## config.mk

```make
export PLATFORM = sky130hd
export DESIGN_NAME = sewf_top
export DESIGN_NICKNAME = d
export VERILOG_FILES = /design/src/inc/sewf_pkg.sv /design/src/hw/sewf_top.sv
export SDC_FILE = /design/constraint.sdc
export NUM_CORES = 1
export LEC_CHECK = 0
export BUFFER_PORTS_ARGS = -buffer_cell sky130_fd_sc_hd__buf_2
export CAP_MARGIN = 20
export CELL_PAD_IN_SITES_DETAIL_PLACEMENT = 2
export CELL_PAD_IN_SITES_GLOBAL_PLACEMENT = 2
export CORE_AREA = 2 2 145 147
export CTS_CLUSTER_DIAMETER = 40
export CTS_CLUSTER_SIZE = 10
export DETAILED_ROUTE_END_ITERATION = 10
export DIE_AREA = 0 0 147 149
export GPL_ROUTABILITY_DRIVEN = 0
export PLACE_DENSITY_LB_ADDON = 0.1
export SYNTH_ARGS = -nofsm -noshare
export SYNTH_HDL_FRONTEND = slang
export SYNTH_SLANG_ARGS = --single-unit
```

## constraint.sdc

```tcl
create_clock -name CLK -period 3.2 [get_ports CLK]
set_clock_uncertainty 0.1 [all_clocks]
set_input_delay 0.32 -clock CLK [delete_from_list [all_inputs] [get_ports CLK]]
set_output_delay 0.32 -clock CLK [all_outputs]
set_load 0.03 [all_outputs]
```

## src/inc/sewf_pkg.sv

```systemverilog
/*
 * package for the spi event, interrupt and wake flag block: register
 * offsets, field positions, masks and reset values.
 * assumes a 32-bit axi4-lite register bus and 32-entry fifos.
 */
package sewf_pkg;
    // ------------------------------------------------------------
    // register map
    // ------------------------------------------------------------
    localparam int          AW            = 8;
    localparam logic [7:0]  OFF_INT_FLAGS = 8'h20;
    localparam logic [7:0]  OFF_INT_EN    = 8'h24;
    localparam logic [7:0]  OFF_WAKE_FL   = 8'h28;
    localparam logic [7:0]  OFF_WAKE_EN   = 8'h2c;
    localparam logic [7:0]  OFF_CTRL      = 8'h34;
    localparam logic [7:0]  OFF_INT_CLR   = 8'h38;

    localparam logic [1:0]  RESP_OKAY     = 2'h0;
    localparam logic [1:0]  RESP_SLVERR   = 2'h2;

    // ------------------------------------------------------------
    // interrupt flag fields
    // ------------------------------------------------------------
    localparam int B_TX_THD   = 0;
    localparam int B_TRANSMIT_FIFO_EMPTY_FLAG    = 1;
    localparam int B_RX_THD   = 2;
    localparam int B_RX_FULL  = 3;
    localparam int B_SSA      = 4;
    localparam int B_SSD      = 5;
    localparam int B_FAULT    = 8;
    localparam int B_ABORT    = 9;
    localparam int B_MST_DONE = 11;
    localparam int B_TRANSMIT_OVERRUN_FLAG    = 12;
    localparam int B_TRANSMIT_UNDERRUN_FLAG    = 13;
    localparam int B_RECEIVE_OVERRUN_FLAG    = 14;
    localparam int B_RECEIVE_UNDERRUN_FLAG    = 15;

    localparam logic [15:0] INT_MASK   = 16'hfb3f;
    localparam logic [15:0] INT_RESET  = 16'h0002;
    localparam logic [3:0]  WAKE_MASK  = 4'hf;

    // control register fields
    localparam int B_MASTER   = 0;
    localparam int B_MM_EN    = 1;

    // ------------------------------------------------------------
    // datapath sizes
    // ------------------------------------------------------------
    localparam int          LVL_W      = 6;
    localparam logic [5:0]  FIFO_DEPTH = 6'h20;
    localparam logic [5:0]  LVL_EMPTY  = 6'h00;
    localparam int          CNT_W      = 16;
    localparam logic [4:0]  BIT_ZERO   = 5'h00;
endpackage

```

## src/hw/sewf_top.sv

```systemverilog
/*
 * spi event, interrupt and wake flag logic with its axi4-lite slave.
 * assumes fifo levels, thresholds, char count and datapath strobes
 * arrive on CLK; the slave select pin and serial clock pin are async.
 */
// Implementation choice: the AXI4-Lite register port.
// Function
// - master: done flag when character count reached
// - slave: abort when select drops mid-character
// - master multi-master: fault on select or collision
// - rx threshold flag follows level above threshold
// - tx threshold flag follows level below threshold
// - tx empty flag resets one, write-one clears
// - select asserted/deasserted flags, write-one clears
// - rx full flag on fifo full, write-one clears
// - enable bit gates matching flag, reset zero
// - enables 15..12 and 11 gate fifo errors, done
// - wake flags record four conditions, write-one clears
// - wake enables gate wake conditions, reset zero
// - slave only: rx overrun on full write
// - slave only: tx underrun on empty read
`timescale 1ns/1ns
module sewf_top
    import sewf_pkg::*;
(
    input  wire logic             CLK,
    input  wire logic             RESET,
    // axi4-lite slave
    input  wire logic [AW-1:0]    AWADDR,
    input  wire logic             AWVALID,
    output logic                  AWREADY,
    input  wire logic [31:0]      WDATA,
    input  wire logic [3:0]       WSTRB,
    input  wire logic             WVALID,
    output logic                  WREADY,
    output logic [1:0]            BRESP,
    output logic                  BVALID,
    input  wire logic             BREADY,
    input  wire logic [AW-1:0]    ARADDR,
    input  wire logic             ARVALID,
    output logic                  ARREADY,
    output logic [31:0]           RDATA,
    output logic [1:0]            RRESP,
    output logic                  RVALID,
    input  wire logic             RREADY,
    // spi pins, async to CLK
    input  wire logic             SS_N,
    input  wire logic             SCK,
    // datapath, same clock
    input  wire logic [LVL_W-1:0] TX_LVL,
    input  wire logic [LVL_W-1:0] RX_LVL,
    input  wire logic [4:0]       TX_THD_VAL,
    input  wire logic [4:0]       RX_THD_VAL,
    input  wire logic [4:0]       CHAR_BITS,
    input  wire logic [CNT_W-1:0] TX_NUM_CHAR,
    input  wire logic             XFER_START,
    input  wire logic             CHAR_SENT,
    input  wire logic             COLLISION,
    input  wire logic             RX_WR,
    input  wire logic             RX_RD,
    input  wire logic             TX_WR,
    input  wire logic             TX_RD,
    // requests
    output logic                  IRQ,
    output logic                  WAKE
);

    // ------------------------------------------------------------
    // helpers
    // ------------------------------------------------------------
    function automatic logic [31:0] strb_mask(input logic [3:0] s);
        strb_mask = {{8{s[3]}}, {8{s[2]}}, {8{s[1]}}, {8{s[0]}}};
    endfunction

    function automatic logic hit(input logic [AW-1:0] a,
                                 input logic [7:0]    off);
        hit = (a == off);
    endfunction

    // ------------------------------------------------------------
    // pin synchronisers
    // ------------------------------------------------------------
    logic [1:0] ss_sync_q;
    logic [2:0] sck_sync_q;
    logic       ss_act_q, ss_act, ss_rise, ss_fall, sck_rise;
    always_ff @(posedge CLK or posedge RESET) begin
        if (RESET) begin
            ss_sync_q  <= 2'h3;
            sck_sync_q <= 3'h0;
            ss_act_q   <= 1'b0;
        end else begin
            ss_sync_q  <= {ss_sync_q[0], SS_N};
            sck_sync_q <= {sck_sync_q[1:0], SCK};
            ss_act_q   <= ss_act;
        end
    end

    assign ss_act   = ~ss_sync_q[1];
    assign ss_rise  = ss_act & ~ss_act_q;
    assign ss_fall  = ~ss_act & ss_act_q;
    // sck sampled, not a clock; edges only seen up to half the CLK rate
    assign sck_rise = sck_sync_q[1] & ~sck_sync_q[2];

    // ------------------------------------------------------------
    // register bus state
    // ------------------------------------------------------------
    logic [15:0]    int_fl_q, int_en_q;
    logic [3:0]     wk_fl_q, wk_en_q, wstrb_q;
    logic [1:0]     ctrl_q;
    logic [AW-1:0]  awaddr_q;
    logic [31:0]    wdata_q, wr_val;
    logic           aw_has_q, w_has_q, wr_go, master;

    assign master = ctrl_q[B_MASTER];
    assign wr_go  = aw_has_q & w_has_q & ~BVALID;
    assign wr_val = wdata_q & strb_mask(wstrb_q);

    always_ff @(posedge CLK or posedge RESET) begin
        if (RESET) begin
            AWREADY  <= 1'b1;
            aw_has_q <= 1'b0;
            awaddr_q <= '0;
        end else if (AWVALID & AWREADY) begin
            AWREADY  <= 1'b0;
            aw_has_q <= 1'b1;
            awaddr_q <= AWADDR;
        end else if (wr_go) begin
            AWREADY  <= 1'b1;
            aw_has_q <= 1'b0;
        end
    end

    always_ff @(posedge CLK or posedge RESET) begin
        if (RESET) begin
            WREADY  <= 1'b1;
            w_has_q <= 1'b0;
            wdata_q <= '0;
            wstrb_q <= '0;
        end else if (WVALID & WREADY) begin
            WREADY  <= 1'b0;
            w_has_q <= 1'b1;
            wdata_q <= WDATA;
            wstrb_q <= WSTRB;
        end else if (wr_go) begin
            WREADY  <= 1'b1;
            w_has_q <= 1'b0;
        end
    end

    always_ff @(posedge CLK or posedge RESET) begin
        if (RESET) begin
            BVALID <= 1'b0;
            BRESP  <= RESP_OKAY;
        end else if (wr_go) begin
            BVALID <= 1'b1;
            BRESP  <= (hit(awaddr_q, OFF_INT_FLAGS) |
                       hit(awaddr_q, OFF_INT_EN)    |
                       hit(awaddr_q, OFF_WAKE_FL)   |
                       hit(awaddr_q, OFF_WAKE_EN)   |
                       hit(awaddr_q, OFF_CTRL)      |
                       hit(awaddr_q, OFF_INT_CLR)) ?
                      RESP_OKAY : RESP_SLVERR;
        end else if (BVALID & BREADY) begin
            BVALID <= 1'b0;
        end
    end

    // plain read/write registers
    always_ff @(posedge CLK or posedge RESET) begin
        if (RESET) begin
            int_en_q <= '0;
            wk_en_q  <= '0;
            ctrl_q   <= '0;
        end else if (wr_go) begin
            if (hit(awaddr_q, OFF_INT_EN))
                int_en_q <= wr_val[15:0] & INT_MASK;
            if (hit(awaddr_q, OFF_WAKE_EN))
                wk_en_q <= wr_val[3:0] & WAKE_MASK;
            if (hit(awaddr_q, OFF_CTRL))
                ctrl_q <= wr_val[1:0];
        end
    end

    // ------------------------------------------------------------
    // read channel
    // ------------------------------------------------------------
    always_ff @(posedge CLK or posedge RESET) begin
        if (RESET) begin
            ARREADY <= 1'b1;
            RVALID  <= 1'b0;
            RDATA   <= '0;
            RRESP   <= RESP_OKAY;
        end else if (ARVALID & ARREADY) begin
            ARREADY <= 1'b0;
            RVALID  <= 1'b1;
            RRESP   <= RESP_OKAY;
            RDATA   <= '0;
            if (hit(ARADDR, OFF_INT_FLAGS))
                RDATA <= {16'h0000, int_fl_q};
            else if (hit(ARADDR, OFF_INT_EN))
                RDATA <= {16'h0000, int_en_q};
            else if (hit(ARADDR, OFF_WAKE_FL))
                RDATA <= {28'h0000000, wk_fl_q};
            else if (hit(ARADDR, OFF_WAKE_EN))
                RDATA <= {28'h0000000, wk_en_q};
            else if (hit(ARADDR, OFF_CTRL))
                RDATA <= {30'h0, ctrl_q};
            else if (!hit(ARADDR, OFF_INT_CLR))
                RRESP <= RESP_SLVERR;
        end else if (RVALID & RREADY) begin
            RVALID  <= 1'b0;
            ARREADY <= 1'b1;
        end
    end

    // ------------------------------------------------------------
    // event detection
    // ------------------------------------------------------------
    logic                 tx_empty, tx_full, rx_empty, rx_full;
    logic                 rx_above, rx_below, tx_below, tx_above;
    logic                 tx_empty_q, rx_full_q, rx_above_q, tx_below_q;
    logic [4:0]           bit_cnt_q;
    logic [CNT_W-1:0]     char_cnt_q;
    logic                 done_ev, abort_ev;
    assign tx_empty = (TX_LVL == LVL_EMPTY);
    assign tx_full  = (TX_LVL == FIFO_DEPTH);
    assign rx_empty = (RX_LVL == LVL_EMPTY);
    assign rx_full  = (RX_LVL == FIFO_DEPTH);
    assign rx_above = (RX_LVL > {1'b0, RX_THD_VAL});
    assign rx_below = (RX_LVL < {1'b0, RX_THD_VAL});
    assign tx_below = (TX_LVL < {1'b0, TX_THD_VAL});
    assign tx_above = (TX_LVL > {1'b0, TX_THD_VAL});

    // previous levels, so a condition sets its flag once on entry
    always_ff @(posedge CLK or posedge RESET) begin
        if (RESET) begin
            tx_empty_q <= 1'b1;
            rx_full_q  <= 1'b0;
            rx_above_q <= 1'b0;
            tx_below_q <= 1'b0;
        end else begin
            tx_empty_q <= tx_empty;
            rx_full_q  <= rx_full;
            rx_above_q <= rx_above;
            tx_below_q <= tx_below;
        end
    end

    // partial character tracking in slave mode
    always_ff @(posedge CLK or posedge RESET) begin
        if (RESET) begin
            bit_cnt_q <= BIT_ZERO;
        end else if (!ss_act || master) begin
            bit_cnt_q <= BIT_ZERO;
        end else if (sck_rise) begin
            bit_cnt_q <= (bit_cnt_q + 5'h01 >= CHAR_BITS) ?
                         BIT_ZERO : bit_cnt_q + 5'h01;
        end
    end

    assign abort_ev = ~master & ss_fall & (bit_cnt_q != BIT_ZERO);

    // characters sent in the current master transaction
    always_ff @(posedge CLK or posedge RESET) begin
        if (RESET)
            char_cnt_q <= '0;
        else if (XFER_START)
            char_cnt_q <= '0;
        else if (CHAR_SENT)
            char_cnt_q <= char_cnt_q + 16'h0001;
    end

    assign done_ev = master & CHAR_SENT &
                     (char_cnt_q + 16'h0001 == TX_NUM_CHAR);

    // ------------------------------------------------------------
    // interrupt and wake flags
    // ------------------------------------------------------------
    logic [15:0] int_set, int_clr;
    logic [3:0]  wk_set, wk_clr;
    logic        clr_hit;
    always_comb begin
        int_set             = '0;
        int_set[B_TX_THD]   = tx_below & ~tx_below_q;
        int_set[B_TRANSMIT_FIFO_EMPTY_FLAG]    = tx_empty & ~tx_empty_q;
        int_set[B_RX_THD]   = rx_above & ~rx_above_q;
        int_set[B_RX_FULL]  = rx_full & ~rx_full_q;
        int_set[B_SSA]      = ss_rise;
        int_set[B_SSD]      = ss_fall;
        int_set[B_FAULT]    = master & ctrl_q[B_MM_EN] &
                              (ss_act | COLLISION);
        int_set[B_ABORT]    = abort_ev;
        int_set[B_MST_DONE] = done_ev;
        int_set[B_TRANSMIT_OVERRUN_FLAG]    = TX_WR & tx_full;
        int_set[B_TRANSMIT_UNDERRUN_FLAG]    = ~master & TX_RD & tx_empty;
        int_set[B_RECEIVE_OVERRUN_FLAG]    = ~master & RX_WR & rx_full;
        int_set[B_RECEIVE_UNDERRUN_FLAG]    = RX_RD & rx_empty;
    end

    assign clr_hit = hit(awaddr_q, OFF_INT_FLAGS) |
                     hit(awaddr_q, OFF_INT_CLR);

    always_comb begin
        int_clr           = '0;
        if (wr_go && clr_hit)
            int_clr = wr_val[15:0];
        int_clr[B_RX_THD] = int_clr[B_RX_THD] | rx_below;
        int_clr[B_TX_THD] = int_clr[B_TX_THD] | tx_above;
        wk_clr = (wr_go && hit(awaddr_q, OFF_WAKE_FL)) ?
                 wr_val[3:0] : 4'h0;
    end

    assign wk_set = int_set[B_RX_FULL:B_TX_THD];

    // a set in the clearing cycle wins
    always_ff @(posedge CLK or posedge RESET) begin
        if (RESET) begin
            int_fl_q <= INT_RESET;
            wk_fl_q  <= '0;
        end else begin
            int_fl_q <= ((int_fl_q & ~int_clr) | int_set) & INT_MASK;
            wk_fl_q  <= ((wk_fl_q & ~wk_clr) | wk_set) & WAKE_MASK;
        end
    end

    // requests lag the flags by one cycle to come from a flop
    always_ff @(posedge CLK or posedge RESET) begin
        if (RESET) begin
            IRQ  <= 1'b0;
            WAKE <= 1'b0;
        end else begin
            IRQ  <= |(int_fl_q & int_en_q);
            WAKE <= |(wk_fl_q & wk_en_q);
        end
    end

endmodule

```

==> summary.md <==
| Metric | Value |
|---|---|
| Worst r2r src | BVALID |
| F_max | 0.399 GHz |
| Power Dens Cells | 612 nW/um2 |
| Switching power | 1.33 mW |
| Post-CTS setup-driven buffer insertion count | 0 |
| Design Area, Final | 7370 um2 |
| Worst setup EP type | flip-flop |
| Initial antenna violation count | 2 |
| Sequential cell area | 2860 um2 |
| Placed inst area | 6700 um2 |
| Die area | 21900 um2 |
| Crit-path max FO | 26 |
| Area of the multi-input gates | 2770 um2 |
| Sequential share of the synthesized area | 48.0% |
| Clock latency on the worst-skew pair | 410 ps |
| Crit share post-route | 78.4% |
| Final Hold Fails | 0 |
| Max transition margin | 29.3% |
| Row count | 53 |
| DRC viols | 0 |
| Internal Pwr Total | 3.18 mW |
| Top post-synthesis cells by count | dfrtp_1 (107), nand2_1 (75), o21ai_0 (44) |
| GRT Util Overall | 16.7% |
| Die X | 147 um |
| Nets | 831 |
| Dominant register cell in the synthesized netlist | dfrtp_1 |
| Via density | 4.72 |
| Sw frac | 29.4% |
| GR Overflow Total | 0 |
| Core region area | 20600 um2 |
| Hold WC Path Type | input pin to flip-flop |
| Status | completed |
| CP arrival | 2680 ps |
| Maximum root-to-sink buffer count | 2 |
| Drt pass-1 iters | 4 |
| Synth area leader | dfrtp_1 |
| CTS tree | done |
| Num CTS Buffers | 17 |
| Part of the power in registers | 42.3% |
| Logic pwr share | 16.1% |
| Register bit count reported by yosys | 114 |
| Vias | 4680 |
| RSZ-0062 raised after global routing | no |
| Crit path launch type | flip-flop |
| Layout fillers | 2303 |
| MaxCap Viol Count | 0 |
| Syn_area_per_cell | 10.2 um2 |
| Yosys cell types | 60 |
| Slew Viols, Final | 0 |
| Mapped Cells | 585 |
| IO Pins | 154 |
| Clk pwr share | 41.6% |
| EDFF count, synth | 0 |
| Input/output buffers | 111 |
| Largest net degree at the start of global routing | 67 |
| Clock Sinks | 114 |
| Ratio of cells with drive above 1 in the final layout | 27.1% |
| Crit path from | BVALID |
| Post-DP HPWL | 12900 um |
| Hold Startpoint | AWADDR[0] |
| Starting Density | 29.0% |
| Leak pwr | 3.42 nW |
| Vias in the first global route | 5297 |
| VDD IR max | 334 uV |
| Ys async rst share | 100% |
| Final setup violation count | 0 |
| H-tree level count | 4 |
| Shortest period the worst path allows | 2510 ps |
| 1st-iter DRT viols | 100 |
| Die height | 149 um |
| Worst-path clk slew | 60 ps |
| Final WL | 17000 um |
| Crit path required time | 3370 ps |
| Most frequent cell after synthesis | dfrtp_1 |
| Post-synthesis instance area | 5960 um2 |
| Global-route wire length before repair | 28300 um |
| Synth top area share | 44.9% |
| CP Class | flip-flop to flip-flop |
| YS warnings | 0 |
| Tightest Pin Transition | 1060 ps |
| Antenna-violating nets left | 0 |
| Area Overhead vs Synth | 23.5% |
| CTS root buffer | clkbuf_16 |
| Routed WL per cell | 17.2 um |
| Synth top area cells | dfrtp_1 (45%), mux2_2 (4.7%), nand2_1 (4.7%) |
| Setup_tns | 0 ps |
through the flow:
stage	std cells	util (%)	power [mW]	hold slack (ps)	setup slack, ps
6_report	991	35.8	4.51	34.7	692
5_1_grt	990	35.8	4.78	18.7	424
4_1_cts	990	35.8	4.60	18.2	641
3_5_place_dp	950	32.6	2.67	242	663
3_3_place_gp	950	32.6	2.63	232	749
2_1_floorplan	605	-	2.40	224	1160
kinds of logic after synthesis:
group,after synthesis,share of synthesized area [%]
xor gates and xnor gates,41,6.02
buffers and inverters,77,6.80
and+or+nand+nor,179,15.1
DFF,114,48.0
adders and majority gates,18,3.78
AOI/OAI and AO/OA,110,11.8
muxes,45,8.50
other,1,0.0629
metal layers:
metal / vias to the layer above / wire length (um) / GRT usage [%]
met4: 2 / 223 / 5.53
met3: 21 / 641 / 3.94
met2: 84 / 8580 / 28.7
met1: 2328 / 7560 / 20.7
li1: 2245 / - / -
met5: - / 11 / 0
power groups by stage:
stage	Combinational (mW)	Clock [mW]	Sequential [mW]
6_report	0.726	1.87	1.91
5_1_grt	0.817	2.01	1.96
4_1_cts	0.745	1.94	1.92
3_5_place_dp	0.731	0	1.94
3_3_place_gp	0.702	0	1.93
2_1_floorplan	0.512	0	1.89
sequential cells by signal (all words and copies together), names as in the netlist, 2 cells and up:
signal      cells
char_cnt_q     16
RDATA          13
wk_fl_q         4
wk_en_q         4
ss_sync_q       2
awaddr_q        8
wstrb_q         2
int_en_q       13
ctrl_q          2
bit_cnt_q       5
wdata_q        13
sck_sync_q      3
int_fl_q       13
cells in the final DEF (no fill, tap or decap), drive strengths merged, types with 6 or more instances in the layout:
| master | netlist | routed |
|---|---|---|
| nand2 | 75 | 75 |
| o21ai | 60 | 60 |
| dfrtp | 107 | 107 |
| buf | 34 | 114 |
| nor2 | 26 | 26 |
| clkbuf | 10 | 19 |
| nor2b | 6 | 6 |
| mux2i | 18 | 18 |
| ha | 18 | 18 |
| clkinv | 0 | 7 |
| dfstp | 7 | 7 |
| xor2 | 22 | 22 |
| conb | 1 | 21 |
| nand3 | 24 | 24 |
| a21oi | 13 | 13 |
| nor3 | 6 | 6 |
| mux2 | 25 | 25 |
| inv | 33 | 32 |
| xnor2 | 19 | 19 |
| dlygate4sd3 | 0 | 8 |
| nand4 | 12 | 12 |
cell type report:
class / count / share of cell area [%]
Antenna cell: 1 / 0.0340
Clock buffer: 19 / 6.15
Clock inverter: 13 / 1.85
Inverter: 33 / 1.73
Multi-Input combinational cell: 414 / 37.6
Sequential cell: 114 / 38.8
Tap cell: 275 / 4.67
Timing Repair Buffer: 122 / 9.10
worst max-delay path: stages, from the launching register on:
cell,delay [ps]
dfrtp_1,410
inv_1,80
nand3_1,180
nand2b_2,280
or4b_1,960
nand2_1,260
o21ai_2,70
path summary, 6_finish.rpt:
| kind | end | slack, ps | depth (start not counted) |
|---|---|---|---|
| worst min register to register | sck_sync_q[1] | 250 | 0 |
| min in group asynchronous | RDATA[2] | 380 | 3 |
| worst max-delay path | int_en_q[2] | 690 | 6 |
| worst min-delay path | awaddr_q[0] | 30 | 2 |
| worst max register to register | int_en_q[2] | 690 | 6 |
| max in group asynchronous | AWREADY | 1820 | 4 |
timing repair:
action,CTS,global route
gates resized for setup,0,0
endpoints found under the hold margin,24,0
hold buffers,8,0
Power figures use the tool's default switching activity.
